--- config.mk ---
export PLATFORM = sky130hd
export DESIGN_NAME = dual_adc_serial_readout
export DESIGN_NICKNAME = d
export VERILOG_FILES = /design/src/logic/adc_readout_pkg.sv /design/src/logic/result_if.sv /design/src/logic/dual_adc_serial_readout.sv /design/src/logic/result_fifo.sv
export SDC_FILE = /design/constraint.sdc
export NUM_CORES = 1
export LEC_CHECK = 0
export BUFFER_PORTS_ARGS = -buffer_cell sky130_fd_sc_hd__buf_4
export CAP_MARGIN = 20
export CORE_ASPECT_RATIO = 0.6
export CORE_UTILIZATION = 50
export DETAILED_ROUTE_END_ITERATION = 16
export PLACE_DENSITY = 0.69
export SLEW_MARGIN = 10
export SYNTH_ARGS = -nofsm -noshare
export SYNTH_HDL_FRONTEND = slang
export SYNTH_SLANG_ARGS = --single-unit
export TNS_END_PERCENT = 100
--- constraint.sdc ---
create_clock -name clk_sys_i -period 3.7 [get_ports clk_sys_i]
set_input_delay 0.185 -clock clk_sys_i [delete_from_list [all_inputs] [get_ports clk_sys_i]]
set_output_delay 0.185 -clock clk_sys_i [all_outputs]
set_load 0.01 [all_outputs]
--- src/logic/adc_readout_pkg.sv ---
/*
 * Shared constants for the dual converter serial readout block.
 * Assumes a single system clock that oversamples the host serial clock.
 */
package adc_readout_pkg;
  localparam int RES_W = 14;
  localparam int WORD_W = 2 * RES_W;
  localparam int FIFO_DEPTH = 8;
  localparam int CTRL_W = 16;
  localparam int GAIN_W = 4;
  localparam int SHDN_W = 3;
  localparam int EDGE_W = 6;
  localparam logic [EDGE_W-1:0] POP_EDGE = 6'h12;
  localparam logic [EDGE_W-1:0] MSB_EDGE = 6'h13;
  localparam logic [EDGE_W-1:0] FRAME_EDGES = 6'h21;
  localparam logic [EDGE_W-1:0] EXTRA_EDGES = 6'h0E;
  localparam logic [EDGE_W-1:0] LAST_EDGE = FRAME_EDGES + EXTRA_EDGES - 6'h01;
  localparam logic [EDGE_W-1:0] EDGE_MAX = 6'h3F;
  localparam logic [CTRL_W-1:0] CTRL_RST = 16'h0000;
  localparam logic [7:0] CTRL_CNT_MAX = 8'hFF;
endpackage

--- src/logic/result_if.sv ---
/*
 * Carrier for the result stream between the readout core and its FIFO.
 * Assumes both ends run on the system clock.
 */
`timescale 1ns/1ps
interface result_if #(
  parameter int W = 28
);
  logic push_valid;
  logic push_ready;
  logic [W-1:0] push_data;
  logic pop_valid;
  logic pop_ready;
  logic [W-1:0] pop_data;
  modport fifo (input push_valid, input push_data, input pop_ready,
                output push_ready, output pop_valid, output pop_data);
  modport user (output push_valid, output push_data, output pop_ready,
                input push_ready, input pop_valid, input pop_data);
endinterface

--- src/logic/dual_adc_serial_readout.sv ---
/*
 * Digital serial interface of a dual simultaneous-sampling 14-bit converter.
 * Assumes the serial pins are asynchronous to clk_sys_i and much slower than it.
 * Converter result pairs arrive on conv_data_i with a valid and ready handshake.
 */
`timescale 1ns/1ps
module dual_adc_serial_readout #(
  parameter int FIFO_DEPTH = adc_readout_pkg::FIFO_DEPTH,
  parameter int CTRL_W = adc_readout_pkg::CTRL_W
) (
  input wire logic clk_sys_i,
  input wire logic rstn_i,
  input wire logic sclk_i,
  input wire logic cs_n_i,
  input wire logic shutdown_sel0_or_ctrl_in_i,
  input wire logic shutdown_sel1_i,
  input wire logic shutdown_sel2_i,
  input wire logic gain_sel_bit0_i,
  input wire logic gain_sel_bit1_i,
  input wire logic gain_sel_bit2_i,
  input wire logic gain_sel_bit3_i,
  input wire logic conv_valid_i,
  input wire logic [adc_readout_pkg::WORD_W-1:0] conv_data_i,
  output logic conv_ready_o,
  output logic conv_start_o,
  output logic conv_tick_o,
  output logic result_out_a_o,
  output logic result_out_a_oe_o,
  output logic result_out_b_o,
  output logic result_out_b_oe_o,
  output logic [adc_readout_pkg::GAIN_W-1:0] gain_o,
  output logic [adc_readout_pkg::SHDN_W-1:0] shutdown_mode_o,
  output logic ctrl_mode_o,
  output logic [CTRL_W-1:0] ctrl_word_o,
  output logic ctrl_load_o
);
  import adc_readout_pkg::*;

  localparam int SYNC_W = 9;

  result_if #(.W(WORD_W)) rq ();

  logic [SYNC_W-1:0] sync1_r;
  logic [SYNC_W-1:0] sync2_r;
  logic sclk_d_r;
  logic cs_n_d_r;
  logic [EDGE_W-1:0] edge_cnt_r;
  logic [WORD_W-1:0] word_r;
  logic word_ok_r;
  logic dout_a_r;
  logic dout_b_r;
  logic oe_r;
  logic conv_start_r;
  logic conv_tick_r;
  logic [CTRL_W-1:0] ctrl_shift_r;
  logic [7:0] ctrl_bits_r;
  logic [CTRL_W-1:0] ctrl_word_r;
  logic ctrl_load_r;
  logic [GAIN_W-1:0] gain_r;
  logic [SHDN_W-1:0] shdn_r;

  wire sclk_s;
  wire cs_n_s;
  wire din_s;
  wire [SHDN_W-1:0] shdn_pins;
  wire [GAIN_W-1:0] gain_pins;
  wire sclk_fall;
  wire frame_on;
  wire frame_start;
  wire frame_end;
  wire ctrl_mode;
  wire [EDGE_W-1:0] edge_no;
  wire edge_in;
  wire [EDGE_W-1:0] bit_idx;
  wire [4:0] pick_a;
  wire [4:0] pick_b;
  wire [WORD_W-1:0] word_swap;
  wire pop_now;

  // Every serial, shutdown and gain pin passes two flip-flops before any logic looks at it; conv_valid_i and conv_data_i go straight to the FIFO.
  always_ff @(posedge clk_sys_i or negedge rstn_i) begin
    if (!rstn_i) begin
      sync1_r <= {SYNC_W{1'b1}};
      sync2_r <= {SYNC_W{1'b1}};
    end else begin
      sync1_r <= {sclk_i, cs_n_i, shutdown_sel0_or_ctrl_in_i, shutdown_sel1_i,
                  shutdown_sel2_i, gain_sel_bit0_i, gain_sel_bit1_i,
                  gain_sel_bit2_i, gain_sel_bit3_i};
      sync2_r <= sync1_r;
    end
  end

  // Synchronised pin views and frame events.
  assign sclk_s = sync2_r[8];
  assign cs_n_s = sync2_r[7];
  assign din_s = sync2_r[6];
  assign shdn_pins = {sync2_r[4], sync2_r[5], sync2_r[6]};
  assign gain_pins = {sync2_r[0], sync2_r[1], sync2_r[2], sync2_r[3]};
  assign sclk_fall = sclk_d_r && !sclk_s;
  assign frame_on = !cs_n_s;
  assign frame_start = cs_n_d_r && !cs_n_s;
  assign frame_end = !cs_n_d_r && cs_n_s;
  assign ctrl_mode = (gain_pins == '0);
  assign edge_no = edge_cnt_r + 6'h01;
  assign edge_in = frame_on && sclk_fall;
  assign pop_now = edge_in && (edge_no == POP_EDGE);

  // Bit selection: edge 19 shows bit 27, the first channel's sign bit.
  assign bit_idx = edge_no - MSB_EDGE;
  assign pick_a = 5'(WORD_W - 1) - bit_idx[4:0];
  assign pick_b = pick_a;
  assign word_swap = {word_r[RES_W-1:0], word_r[WORD_W-1:RES_W]};

  // Result pairs wait in the FIFO; a full FIFO stalls the converter.
  assign rq.push_valid = conv_valid_i;
  assign rq.push_data = conv_data_i;
  assign rq.pop_ready = pop_now;
  assign conv_ready_o = rq.push_ready;

  result_fifo #(.WIDTH(WORD_W), .DEPTH(FIFO_DEPTH)) u_fifo (
    .clk_sys_i(clk_sys_i),
    .rstn_i(rstn_i),
    .q(rq)
  );

  // Falling-edge count inside a frame, cleared while chip select is high.
  always_ff @(posedge clk_sys_i or negedge rstn_i) begin
    if (!rstn_i) begin
      sclk_d_r <= 1'b0;
      cs_n_d_r <= 1'b1;
      edge_cnt_r <= '0;
    end else begin
      sclk_d_r <= sclk_s;
      cs_n_d_r <= cs_n_s;
      if (!frame_on) edge_cnt_r <= '0;
      else if (sclk_fall && edge_cnt_r != EDGE_MAX) edge_cnt_r <= edge_no;
    end
  end

  // Conversion start and a per-edge conversion step until the result is due.
  always_ff @(posedge clk_sys_i or negedge rstn_i) begin
    if (!rstn_i) begin
      conv_start_r <= 1'b0;
      conv_tick_r <= 1'b0;
    end else begin
      conv_start_r <= frame_start;
      conv_tick_r <= edge_in && (edge_no < MSB_EDGE);
    end
  end

  // Result pair taken from the FIFO one edge before the sign bit is due.
  always_ff @(posedge clk_sys_i or negedge rstn_i) begin
    if (!rstn_i) begin
      word_r <= '0;
      word_ok_r <= 1'b0;
    end else if (!frame_on) begin
      word_ok_r <= 1'b0;
    end else if (pop_now) begin
      word_r <= rq.pop_data;
      word_ok_r <= rq.pop_valid;
    end
  end

  // Serial outputs: released during conversion, driven from edge 19 on.
  always_ff @(posedge clk_sys_i or negedge rstn_i) begin
    if (!rstn_i) begin
      dout_a_r <= 1'b0;
      dout_b_r <= 1'b0;
      oe_r <= 1'b0;
    end else if (!frame_on) begin
      oe_r <= 1'b0;
      dout_a_r <= 1'b0;
      dout_b_r <= 1'b0;
    end else if (edge_in && edge_no < MSB_EDGE) begin
      oe_r <= 1'b0;
    end else if (edge_in && edge_no <= LAST_EDGE) begin
      oe_r <= word_ok_r;
      dout_a_r <= word_r[pick_a];
      dout_b_r <= word_swap[pick_b];
    end else if (edge_in) begin
      dout_a_r <= 1'b0;
      dout_b_r <= 1'b0;
    end
  end

  // Control bits shift in on falling edges; the word loads at frame end.
  always_ff @(posedge clk_sys_i or negedge rstn_i) begin
    if (!rstn_i) begin
      ctrl_shift_r <= CTRL_RST;
      ctrl_bits_r <= '0;
      ctrl_word_r <= CTRL_RST;
      ctrl_load_r <= 1'b0;
    end else begin
      ctrl_load_r <= 1'b0;
      if (!frame_on) ctrl_bits_r <= '0;
      if (edge_in && ctrl_mode) begin
        ctrl_shift_r <= {ctrl_shift_r[CTRL_W-2:0], din_s};
        if (ctrl_bits_r != CTRL_CNT_MAX) ctrl_bits_r <= ctrl_bits_r + 8'h01;
      end
      if (frame_end && ctrl_mode && ctrl_bits_r >= 8'(CTRL_W)) begin
        ctrl_word_r <= ctrl_shift_r;
        ctrl_load_r <= 1'b1;
      end
    end
  end

  // Gain follows the pins or the control word; shutdown follows its pins, with bit 0 held low in control mode.
  always_ff @(posedge clk_sys_i or negedge rstn_i) begin
    if (!rstn_i) begin
      gain_r <= '0;
      shdn_r <= '0;
    end else begin
      gain_r <= ctrl_mode ? ctrl_word_r[GAIN_W-1:0] : gain_pins;
      shdn_r <= ctrl_mode ? {shdn_pins[2:1], 1'b0} : shdn_pins;
    end
  end

  assign conv_start_o = conv_start_r;
  assign conv_tick_o = conv_tick_r;
  assign result_out_a_o = dout_a_r;
  assign result_out_b_o = dout_b_r;
  assign result_out_a_oe_o = oe_r;
  assign result_out_b_oe_o = oe_r;
  assign gain_o = gain_r;
  assign shutdown_mode_o = shdn_r;
  assign ctrl_mode_o = ctrl_mode;
  assign ctrl_word_o = ctrl_word_r;
  assign ctrl_load_o = ctrl_load_r;
endmodule

--- src/logic/result_fifo.sv ---
/*
 * Flip-flop FIFO for converter result words, valid and ready on both sides.
 * Assumes the system clock and the asynchronous active-low reset.
 */
`timescale 1ns/1ps
module result_fifo #(
  parameter int WIDTH = 28,
  parameter int DEPTH = 8
) (
  input wire logic clk_sys_i,
  input wire logic rstn_i,
  result_if.fifo q
);
  localparam int AW = (DEPTH > 1) ? $clog2(DEPTH) : 1;
  // Full mark at the counter's own width, so a power-of-two depth is not cut to zero.
  localparam logic [AW:0] DEPTH_C = (AW+1)'(DEPTH);

  logic [WIDTH-1:0] mem_r [DEPTH];
  logic [AW-1:0] wr_ptr_r;
  logic [AW-1:0] rd_ptr_r;
  logic [AW:0] count_r;
  wire do_push;
  wire do_pop;
  wire wr_wrap;
  wire rd_wrap;

  // Full and empty come straight from the occupancy count.
  assign q.push_ready = (count_r != DEPTH_C);
  assign q.pop_valid = (count_r != '0);
  assign q.pop_data = mem_r[rd_ptr_r];
  assign do_push = q.push_valid && q.push_ready;
  assign do_pop = q.pop_valid && q.pop_ready;
  assign wr_wrap = (wr_ptr_r == AW'(DEPTH - 1));
  assign rd_wrap = (rd_ptr_r == AW'(DEPTH - 1));

  // Storage is written only, never reset, to keep it plain flip-flops.
  always_ff @(posedge clk_sys_i) begin
    if (do_push) begin
      mem_r[wr_ptr_r] <= q.push_data;
    end
  end

  // Pointers wrap at the depth; the count follows push minus pop.
  always_ff @(posedge clk_sys_i or negedge rstn_i) begin
    if (!rstn_i) begin
      wr_ptr_r <= '0;
      rd_ptr_r <= '0;
      count_r <= '0;
    end else begin
      if (do_push) wr_ptr_r <= wr_wrap ? '0 : wr_ptr_r + 1'b1;
      if (do_pop) rd_ptr_r <= rd_wrap ? '0 : rd_ptr_r + 1'b1;
      count_r <= count_r + (AW+1)'(do_push) - (AW+1)'(do_pop);
    end
  end
endmodule

==> results of run 1 <==
-- cell usage after synthesis (2+ instances only) --
library cell / count / area, sq um
nor3b_1: 2 / 15.0
nor2_1: 16 / 60.1
buf_6: 2 / 22.5
nor2b_1: 3 / 18.8
xor2_1: 7 / 61.3
buf_4: 6 / 45.0
a21o_1: 4 / 30.0
clkbuf_1: 11 / 41.3
a211oi_1: 2 / 15.0
nor3_1: 6 / 30.0
mux2_2: 37 / 417
buf_1: 3 / 11.3
o2bb2ai_1: 2 / 17.5
o21ai_0: 32 / 160
and3_1: 2 / 12.5
mux2i_1: 41 / 410
nand3_1: 9 / 45.0
nor4b_1: 2 / 17.5
inv_1: 14 / 52.6
a21oi_1: 4 / 20.0
xnor2_1: 4 / 35.0
xnor2_2: 3 / 48.8
a21o_2: 4 / 35.0
edfxtp_1: 224 / 6730
mux4_2: 70 / 1580
dfrtp_1: 99 / 2480
nand4_1: 4 / 25.0
nor4_1: 2 / 12.5
a21bo_2: 2 / 20.0
dfstp_2: 19 / 499
o41ai_1: 2 / 17.5
buf_2: 12 / 60.1
nand2_1: 43 / 161
nand2b_1: 7 / 43.8
o31ai_1: 2 / 15.0
ha_1: 16 / 200
a21oi_2: 2 / 17.5
-- where the power goes --
part           switching, uW  internal (uW)
combinational            139            135
clock                   1320           1760
sequential              24.3           4140
-- worst paths after layout --
kind | to | from | slack [ps]
worst max-delay path | u_fifo.count_r[3]$_DFF_PN0_ | edge_cnt_r[1]$_DFFE_PN0P_ | 520
worst min-delay path | u_fifo.wr_ptr_r[1]$_DFFE_PN0P_ | conv_valid_i | 220
worst max register to register | u_fifo.count_r[3]$_DFF_PN0_ | edge_cnt_r[1]$_DFFE_PN0P_ | 520
worst min register to register | sync2_r[8]$_DFF_PN1_ | sync1_r[8]$_DFF_PN1_ | 360
max in group asynchronous | sync2_r[7]$_DFF_PN1_ | rstn_i | 2450
min in group asynchronous | ctrl_bits_r[6]$_DFF_PN0_ | rstn_i | 320
-- cells in the final DEF, fill, tap and decap left out, types with 3 or more instances in the layout --
master	synthesis	layout
a21o_1	4	4
a21o_2	4	4
a21oi_1	4	4
buf_4	6	89
clkbuf_1	11	5
clkbuf_16	0	33
clkbuf_8	0	4
clkinv_1	0	6
clkinv_2	0	3
dfrtp_1	99	97
dfstp_2	19	19
dlygate4sd3_1	0	38
edfxtp_1	224	224
ha_1	16	16
inv_1	14	14
mux2_2	37	37
mux2i_1	41	41
mux4_2	70	70
nand2_1	43	43
nand2b_1	7	7
nand3_1	9	8
nand4_1	4	4
nor2_1	16	13
nor2_2	0	3
nor2b_1	3	3
nor3_2	0	4
o21ai_0	32	32
xnor2_1	4	4
xnor2_2	3	3
xor2_1	7	7
-- cell type report --
class                           count  area [sq um]  share of cell area, %
Timing Repair Buffer              128          1060                   6.62
Clock inverter                     11          72.6                  0.454
Clock buffer                       43           907                   5.67
Inverter                           14          52.6                  0.328
Multi-Input combinational cell    345          3740                   23.4
Antenna cell                        1          2.50                 0.0156
Tap cell                          360           450                   2.82
Sequential cell                   342          9710                   60.7
-- critical path: cells and delay by family, from the launching register on --
kind            cells  cell delay (ps)
flops               1              530
simple gates        3              540
buf+inv             1               70
xor+xnor            2              440
fa+ha+maj           3              910
compound gates      3              620
-- sequential cells by signal (all words and copies together) (netlist names), 3 cells and up --
name	cells
u_fifo.mem_r	224
word_r	28
ctrl_shift_r	16
ctrl_word_o	16
sync1_r	9
sync2_r	9
ctrl_bits_r	8
edge_cnt_r	6
gain_o	4
u_fifo.count_r	4
shutdown_mode_o	3
u_fifo.rd_ptr_r	3
u_fifo.wr_ptr_r	3
-- stage by stage --
step / hold slack, ps / util (%) / total power [uW]
3_3_place_gp: 295 / 55.0 / 4470
6_report: 224 / 60.2 / 7520
3_5_place_dp: 294 / 55.0 / 4490
5_1_grt: 259 / 60.2 / 7780
4_1_cts: 206 / 60.1 / 7610
2_1_floorplan: -111 / - / 4350
-- cell families (layout without fill, tap and decap cells) --
family / Yosys count / in the layout / share of synthesized area [%]
adders and majority gates: 17 / 17 / 1.62
AOI/OAI and AO/OA: 63 / 63 / 2.95
muxes: 148 / 148 / 17.6
buffers and inverters: 48 / 196 / 1.71
and+or+nand+nor: 103 / 103 / 3.86
other: 0 / 1 / 0
xor gates and xnor gates: 14 / 14 / 1.06
DFF: 342 / 342 / 71.2
-- repair_timing --
action	CTS	global route
hold endpoints to repair	294	0
hold buffers	38	0
setup buffers	0	0
endpoints found under the setup margin	0	0
-- routing by layer --
| metal | up-vias | track usage (%) | share of wire (%) |
|---|---|---|---|
| met4 | 0 | 4.80 | 2.3 |
| met2 | 178 | 30.4 | 47 |
| met3 | 41 | 3.75 | 6.5 |
| met1 | 3503 | 27.2 | 45 |
| li1 | 3109 | - | - |
| met5 | - | 0.167 | 0 |
==> results.sh, run 1 <==
export IMPL_outcome="finished, final reports clean"
export IMPL_max_freq_mhz=314
export IMPL_critPathArrivalTime_ps=3660
export IMPL_area_growth_synth_to_final_pct=17.3
export IMPL_async_flop_share_pct=34.5
export IMPL_final_setup_tns_ps=0
export IMPL_worstSkewPairLatency_ps=560
export IMPL_die_h_um=130
export IMPL_first_global_vias=7048
export IMPL_timing_slew_headroom_pct=34.9
export IMPL_port_buffers=71
export IMPL_cts_tree="built"
export IMPL_hpwl_um=15900
export IMPL_dpl_cell_area_sq_um=14600
export IMPL_grt_overflow=0
export IMPL_start_util_pct=51.3
export IMPL_grt_first_pass_wirelength_um=40200
export IMPL_post_synth_num_cell_types=52
export IMPL_critical_path_required_ps=4180
export IMPL_vias_per_cell=5.49
export IMPL_maxSlewViolCount=0
export IMPL_detailroute_via_count=6831
export IMPL_cpMostUsedCell="ha_1"
export IMPL_cts_clk_slew_worst_paths_ps=70
export IMPL_classification_of_the_worst_slack_hold_path="primary input to register"
export IMPL_clock_tree_buffer_depth=3
export IMPL_worst_margin_pin_slew_ps=977
export IMPL_ctsResizeCount=0
export IMPL_drt_antenna_net_count=0
export IMPL_core_region_area_sq_um=26600
export IMPL_die_area_sq_um=28000
export IMPL_place_detailed_instances=1150
export IMPL_detail_route_iter0_violations=550
export IMPL_final_hold_viol_count=0
export IMPL_setup_violations=0
export IMPL_critPathMaxFanout=10
export IMPL_setup_worst_path_class="register to register"
export IMPL_postSynthNetCount=792
export IMPL_cts_buffer_count=30
export IMPL_ys_warnings_count=0
export IMPL_timing_critical_path_cells="ha_1, nand3_1, xnor2_2, and3_1, nand3_2, a21oi_2, ha_1, inv_1, ha_1, a21o_1, a21oi_1, xor2_1"
export IMPL_filler_cell_count=1945
export IMPL_dpl_worst_slack_ps=548
export IMPL_tritoncts_num_sinks=342
export IMPL_drive_above_1_share_pct=32.4
export IMPL_critical_path_startpoint_type="register"
export IMPL_htree_levels=1
export IMPL_layoutNonFillerInstCount=1244
export IMPL_finish_net_count=918
export IMPL_syn_instance_count=735
export IMPL_synth_yosys_seq_area_share_pct=71.2
export IMPL_cpMaxStageDelayCell="dfrtp_1"
export IMPL_post_synth_instance_area_sq_um=13600
export IMPL_grt_setup_unrepaired="no"
export IMPL_ys_flop_type="edfxtp_1"
export IMPL_ys_ff_latch=342
export IMPL_post_route_worst_setup_slack_ps=516
export IMPL_grt_use_total_pct=19.0
export IMPL_drc_errors=0
export IMPL_period_needed_ps=3180
export IMPL_routed_wl_um=25900
export IMPL_skew_ps=7.19
export IMPL_worst_r2r_cell_count=12
export IMPL_routedWlPerCell_um=20.8
export IMPL_floorplan_rows=46
export IMPL_cts_root_buffer="clkbuf_16"
export IMPL_die_width_um=215
export IMPL_antenna_found_initial=1
export IMPL_powerDensity_nw_per_um2=470
export IMPL_setup_worst_path_end_class="register"
export IMPL_max_ir_drop_vdd_uv=386
export IMPL_number_of_enable_flip_flop_cells_after_synthesis=224
export IMPL_synth_area_per_cell_sq_um=18.5
export IMPL_worst_path_largest_cell_delay_ps=530
export IMPL_power_static_leakage_uw=0.00587
export IMPL_hold_crit_depth=4
export IMPL_fin_crit_sh_pct=86.0
export IMPL_grt_max_degree=80
export IMPL_postLayoutCellArea_sq_um=16000
export IMPL_max_cap_violations=0
export IMPL_design_portCount=72
export IMPL_place_gp_congestion=0.764
export IMPL_detailedRoute_firstPassIterationCount=4
Power figures use the tool's default switching activity.
==> inputs of run 2 (changes only) <==
clock period = 2.7 ns   (was 3.7 ns; I/O delays follow)
==> run 2 against run 1 <==
Register-to-register slack lost 440 ps. Final area grew 1.7%. Clock skew grew 2.1 ps. Largest power group unchanged. Wire length grew 3.1%. Die area is the same. Maximum frequency grew 21%. Largest cell class unchanged. Final cell count grew 1.4%. Sequential power grew 37%. Count of clock-buffer cells in the layout grew 5. Non-clock buffer count grew 14. Worst setup slack lost 440 ps. Flip-flop and latch count is the same.
==> results.sh, run 2 (synthesis results as in run 1) <==
export IMPL_outcome="finished, final reports clean"
export IMPL_critPathMaxFanout=9
export IMPL_routedWlPerCell_um=21.1
export IMPL_first_global_vias=7204
export IMPL_internal_power_uw=8370
export IMPL_setup_violations=0
export IMPL_final_hold_viol_count=0
export IMPL_floorplan_rows=46
export IMPL_critical_path_required_ps=3180
export IMPL_grt_overflow=0
export IMPL_die_area_sq_um=28000
export IMPL_power_share_clock_pct=41.4
export IMPL_layout_common_cells="edfxtp_1 (224), dfrtp_1 (96), buf_4 (94)"
export IMPL_critPathArrivalTime_ps=3100
export IMPL_fin_crit_sh_pct=97.1
export IMPL_holdWs_ps=153
export IMPL_antenna_found_initial=2
export IMPL_dpl_cell_area_sq_um=14800
export IMPL_p_comb_share_pct=3.8
export IMPL_clock_tree_buffer_depth=3
export IMPL_sw_frac_of_total_pct=19.6
export IMPL_setup_worst_path_class="register to register"
export IMPL_cts_clk_slew_worst_paths_ps=70
export IMPL_die_h_um=130
export IMPL_critical_path_startpoint_type="register"
export IMPL_drc_errors=0
export IMPL_timing_slew_headroom_pct=56.1
export IMPL_largest_register="u_fifo.mem_r"
export IMPL_dpl_worst_slack_ps=-198
export IMPL_biggestRegsByFlops="u_fifo.mem_r: 224 flops, word_r: 28 flops"
export IMPL_grt_max_degree=71
export IMPL_die_width_um=215
export IMPL_area_growth_synth_to_final_pct=19.3
export IMPL_grt_first_pass_wirelength_um=41700
export IMPL_hpwl_um=16200
export IMPL_vias_per_cell=5.56
export IMPL_detailedRoute_firstPassIterationCount=5
export IMPL_start_util_pct=51.3
export IMPL_sequentialPowerShare_pct=54.8
export IMPL_filler_cell_count=1920
export IMPL_cts_tree="built"
export IMPL_period_needed_ps=2620
export IMPL_setup_worst_path_end_class="register"
export IMPL_largest_register_ffs=224
export IMPL_postLayoutCellArea_sq_um=16300
export IMPL_post_route_worst_setup_slack_ps=78.4
export IMPL_routed_wl_um=26700
export IMPL_design_portCount=72
export IMPL_htree_levels=1
export IMPL_power_static_leakage_uw=0.00596
export IMPL_tritoncts_num_sinks=342
export IMPL_max_cap_violations=0
export IMPL_place_gp_congestion=0.838
export IMPL_drive_above_1_share_pct=33.9
export IMPL_max_freq_mhz=381
export IMPL_worstSkewPairLatency_ps=560
export IMPL_most_common_cell_after_layout_fill_and_taps_aside="edfxtp_1"
export IMPL_netSwitchingPower_uw=2040
export IMPL_drt_antenna_net_count=0
export IMPL_max_ir_drop_vdd_uv=614
export IMPL_port_buffers=71
export IMPL_maxSlewViolCount=0
export IMPL_classification_of_the_worst_slack_hold_path="primary input to asynchronous set/reset pin"
export IMPL_detail_route_iter0_violations=540
export IMPL_worst_margin_pin_slew_ps=658
export IMPL_cts_root_buffer="clkbuf_16"
export IMPL_detailroute_via_count=7013
export IMPL_skew_ps=9.28
export IMPL_cts_buffer_count=31
export IMPL_powerDensity_nw_per_um2=640
export IMPL_core_region_area_sq_um=26600
export IMPL_grt_use_total_pct=19.7
export IMPL_finish_net_count=933
run 2: cell count changes in the layout (fill, tap and decap cells not counted), moves of 2 or more:
| cell | delta |
|---|---|
| clkbuf_16 | -2 |
| buf_4 | +5 |
| clkbuf_8 | +3 |
| clkinv_1 | -4 |
| buf_12 | +8 |
| clkbuf_1 | +5 |
run 2: power by group through the flow:
stage,sequential [uW],clock [uW],combinational (uW)
final,5710,4310,394
after global routing,5710,4620,433
after CTS,5710,4400,392
after detailed placement,5820,0,345
after global placement,5810,0,328
after floorplan,5810,0,157
run 2: what timing repair did:
action | 4_1_cts | 5_1_grt
gates cloned | 0 | 0
setup endpoints to repair | 3 | 4
resized for setup | 3 | 4
pin swaps | 0 | 3
hold buffers | 39 | 0
buffers inserted | 0 | 6
endpoints found under the hold margin | 282 | 0
run 2: critical path, stage by stage, from the launching register on:
cell     delay [ps]
dfrtp_2         430
ha_4            220
nand3_2         130
xnor2_2         240
and3_1          210
nand3_2         100
a21oi_2         150
ha_1            180
inv_1            80
ha_1            300
a21o_1          190
a21oi_1         160
xor2_1          150
run 2: layout make-up:
type | instances | area [sq um] | area share [%]
Multi-Input combinational cell | 345 | 3770 | 23.2
Tap cell | 360 | 450 | 2.77
Clock inverter | 9 | 93.8 | 0.577
Inverter | 14 | 52.6 | 0.323
Antenna cell | 2 | 5.00 | 0.0308
Sequential cell | 342 | 9710 | 59.7
Timing Repair Buffer | 142 | 1270 | 7.81
Clock buffer | 48 | 910 | 5.59
run 2: through the flow:
step                      setup TNS (ps)  instances  total power (uW)  util [%]
after CTS                              0       1254             10500      60.9
after floorplan                   -57320        735              5970         -
after global routing               -56.3       1262             10800      61.2
final                                  0       1262             10400      61.2
after detailed placement            -420       1158              6160      55.6
after global placement                 0       1158              6140      55.6
run 2: per-layer routing:
metal / vias up / wire length, um / global-route usage (%)
met4: 0 / 512 / 4.34
met3: 41 / 1150 / 3.50
met1: 3687 / 12400 / 28.9
met5: - / 0 / 0
li1: 3143 / - / -
met2: 142 / 12600 / 31.2
run 2: final timing paths:
check                                     startpoint                          end  slack (ps)  depth (start not counted)
max                        edge_cnt_r[0]$_DFFE_PN0P_  u_fifo.count_r[3]$_DFF_PN0_          80                         12
min reg2reg                     sync1_r[8]$_DFF_PN1_         sync2_r[8]$_DFF_PN1_         360                          0
min                                           rstn_i        ctrl_load_o$_DFF_PN0_         150                          2
min in group clk_sys_i               gain_sel_bit0_i         sync1_r[3]$_DFF_PN1_         240                          2
max reg2reg                edge_cnt_r[0]$_DFFE_PN0P_  u_fifo.count_r[3]$_DFF_PN0_          80                         12
max in group asynchronous                     rstn_i         sync2_r[7]$_DFF_PN1_        1700                          3
==> inputs of run 3 (changes only) <==
CORE_ASPECT_RATIO = 1.1   (was 0.6)
PLACE_DENSITY = 0.7   (was 0.69)
==> run 3 against run 2 <==
First-iteration DRC count fell by 9.3%. Register-to-register slack improved by 20 ps. Count of clock-buffer cells in the layout fell by 6. Largest power group unchanged. Highest routed layer unchanged. Final cell count increased by 0.16%. Wire length down 3.9%. Worst hold slack improved by 92 ps. Sequential share of layout area shrank 0.64 points.
==> results.sh, run 3 (synthesis results as in run 1) <==
export IMPL_worstSkewPairLatency_ps=520
export IMPL_postLayoutCellArea_sq_um=16400
export IMPL_area_of_the_multi_input_gates_sq_um=3800
export IMPL_detailedRoute_firstPassIterationCount=5
export IMPL_grt_use_total_pct=19.1
export IMPL_length_of_routed_met3_wiring_um=1030
export IMPL_p_comb_share_pct=3.6
export IMPL_final_hold_viol_count=0
export IMPL_drt_antenna_net_count=0
export IMPL_fin_crit_sh_pct=96.4
export IMPL_sequentialPowerShare_pct=53.3
export IMPL_outcome="finished, final reports clean"
export IMPL_met2_wirelength_um=13100
export IMPL_drive_above_1_share_pct=35.0
export IMPL_period_needed_ps=2600
export IMPL_power_static_leakage_uw=0.00603
export IMPL_sw_frac_of_total_pct=20.2
export IMPL_detail_route_iter0_violations=490
export IMPL_max_freq_mhz=384
export IMPL_critPathArrivalTime_ps=2990
export IMPL_first_global_vias=7431
export IMPL_port_buffers=71
export IMPL_die_area_sq_um=27900
export IMPL_start_util_pct=50.7
export IMPL_drc_errors=0
export IMPL_cts_buffer_count=35
export IMPL_endpoint="u_fifo.count_r[2]$_DFF_PN0_"
export IMPL_largest_register_ffs=224
export IMPL_vias_per_cell=5.57
export IMPL_wl_met1_um=10500
export IMPL_routedWlPerCell_um=20.3
export IMPL_classification_of_the_worst_slack_hold_path="primary input to register"
export IMPL_grt_first_pass_wirelength_um=40800
export IMPL_tritoncts_num_sinks=342
export IMPL_core_region_area_sq_um=26900
export IMPL_clock_tree_buffer_depth=3
export IMPL_grt_max_degree=72
export IMPL_setup_worst_path_end_class="register"
export IMPL_biggestRegsByFlops="u_fifo.mem_r: 224 flops, word_r: 28 flops"
export IMPL_max_ir_drop_vdd_uv=460
export IMPL_internal_power_uw=8550
export IMPL_critPathMaxFanout=9
export IMPL_worst_r2r_cell_count=11
export IMPL_setup_violations=0
export IMPL_maxSlewViolCount=0
export IMPL_area_growth_synth_to_final_pct=20.6
export IMPL_dpl_cell_area_sq_um=14900
export IMPL_design_portCount=72
export IMPL_detailroute_via_count=7041
export IMPL_max_cap_violations=0
export IMPL_most_common_cell_after_layout_fill_and_taps_aside="edfxtp_1"
export IMPL_grt_setup_unrepaired="no"
export IMPL_dpl_worst_slack_ps=-47.7
export IMPL_timing_rr_end="u_fifo.count_r[2]$_DFF_PN0_"
export IMPL_grt_overflow=0
export IMPL_htree_levels=2
export IMPL_timing_slew_headroom_pct=41.5
export IMPL_filler_cell_count=1895
export IMPL_maxUsedRoutingLayer="met4"
export IMPL_die_width_um=159
export IMPL_powerDensity_nw_per_um2=652
export IMPL_timing_rr_start="edge_cnt_r[1]$_DFFE_PN0P_"
export IMPL_layout_common_cells="edfxtp_1 (224), dfrtp_1 (97), buf_4 (92)"
export IMPL_setup_worst_path_class="register to register"
export IMPL_netSwitchingPower_uw=2170
export IMPL_critical_path_startpoint_type="register"
export IMPL_holdWs_ps=245
export IMPL_hpwl_um=15200
export IMPL_cts_clk_slew_worst_paths_ps=60
export IMPL_floorplan_rows=63
export IMPL_power_share_clock_pct=43.1
export IMPL_finish_net_count=937
export IMPL_final_seq_area_sq_um=9710
export IMPL_utilization_pct=61.2
export IMPL_layoutNonFillerInstCount=1264
export IMPL_hold_path_startpoint="conv_valid_i"
export IMPL_post_route_worst_setup_slack_ps=95.9
export IMPL_critical_path_required_ps=3090
export IMPL_largest_register="u_fifo.mem_r"
export IMPL_die_h_um=175
export IMPL_skew_ps=18.9
export IMPL_cts_tree="built"
export IMPL_place_gp_congestion=0.879
export IMPL_antenna_found_initial=0
export IMPL_worst_margin_pin_slew_ps=878
export IMPL_cts_root_buffer="clkbuf_16"
export IMPL_routed_wl_um=25600
export IMPL_timing_critical_path_from="edge_cnt_r[1]$_DFFE_PN0P_"
export IMPL_place_detailed_instances=1159
export IMPL_n_antenna_cell=0
export IMPL_ff2ff_setup_slack_ps=100
[run 3: what timing repair did]
item,in CTS,in global routing
pin swaps,0,2
gates resized for setup,1,9
hold buffers,38,0
setup endpoints to repair,3,5
buffers inserted,0,3
hold endpoints to repair,282,0
[run 3: cell type report]
cell class | instances | share of cell area, %
multi-input combinational | 345 | 23.1
timing repair buffer | 142 | 7.95
clock buffer | 42 | 5.61
tap | 357 | 2.72
inverter | 14 | 0.320
clock inverter | 22 | 1.25
sequential | 342 | 59.0
[run 3: power by group through the flow]
stage / clock [uW] / combinational (uW) / sequential, uW
after CTS: 4730 / 384 / 5710
after detailed placement: 0 / 337 / 5810
final: 4620 / 388 / 5710
after floorplan: 0 / 157 / 5810
after global placement: 0 / 321 / 5810
after global routing: 4930 / 425 / 5710
[run 3: per-layer routing]
layer | up-vias | GRT usage [%]
met3 | 51 | 3.42
met2 | 187 | 32.8
met4 | 0 | 8.53
met5 | - | 0
met1 | 3657 | 23.7
li1 | 3146 | -
[run 3: critical path: stages (launching register included)]
cell	delay, ps
dfrtp_1	410
buf_4	190
a21bo_2	200
a41o_1	240
and3_1	180
nand3_2	90
a21oi_2	50
ha_1	280
inv_1	40
ha_1	210
fa_1	410
xor2_1	170
[run 3: worst min-delay path by stage]
stage / endpoint / slack, ps / depth (start not counted)
3_3_place_gp: sync1_r[6]$_DFF_PN1_ / 240 / 1
6_report: u_fifo.wr_ptr_r[0]$_DFFE_PN0P_ / 240 / 3
4_1_cts: u_fifo.wr_ptr_r[0]$_DFFE_PN0P_ / 220 / 3
2_1_floorplan: conv_start_o$_DFF_PN0_ / -160 / 0
5_1_grt: u_fifo.wr_ptr_r[0]$_DFFE_PN0P_ / 260 / 3
3_5_place_dp: sync1_r[6]$_DFF_PN1_ / 250 / 1
[run 3: through the flow]
stage | TNS, ps | power, uW
after detailed placement | -94.7 | 6150
after global routing | 0 | 11100
after global placement | 0 | 6130
final | 0 | 10700
after floorplan | -57320 | 5970
after CTS | 0 | 10800
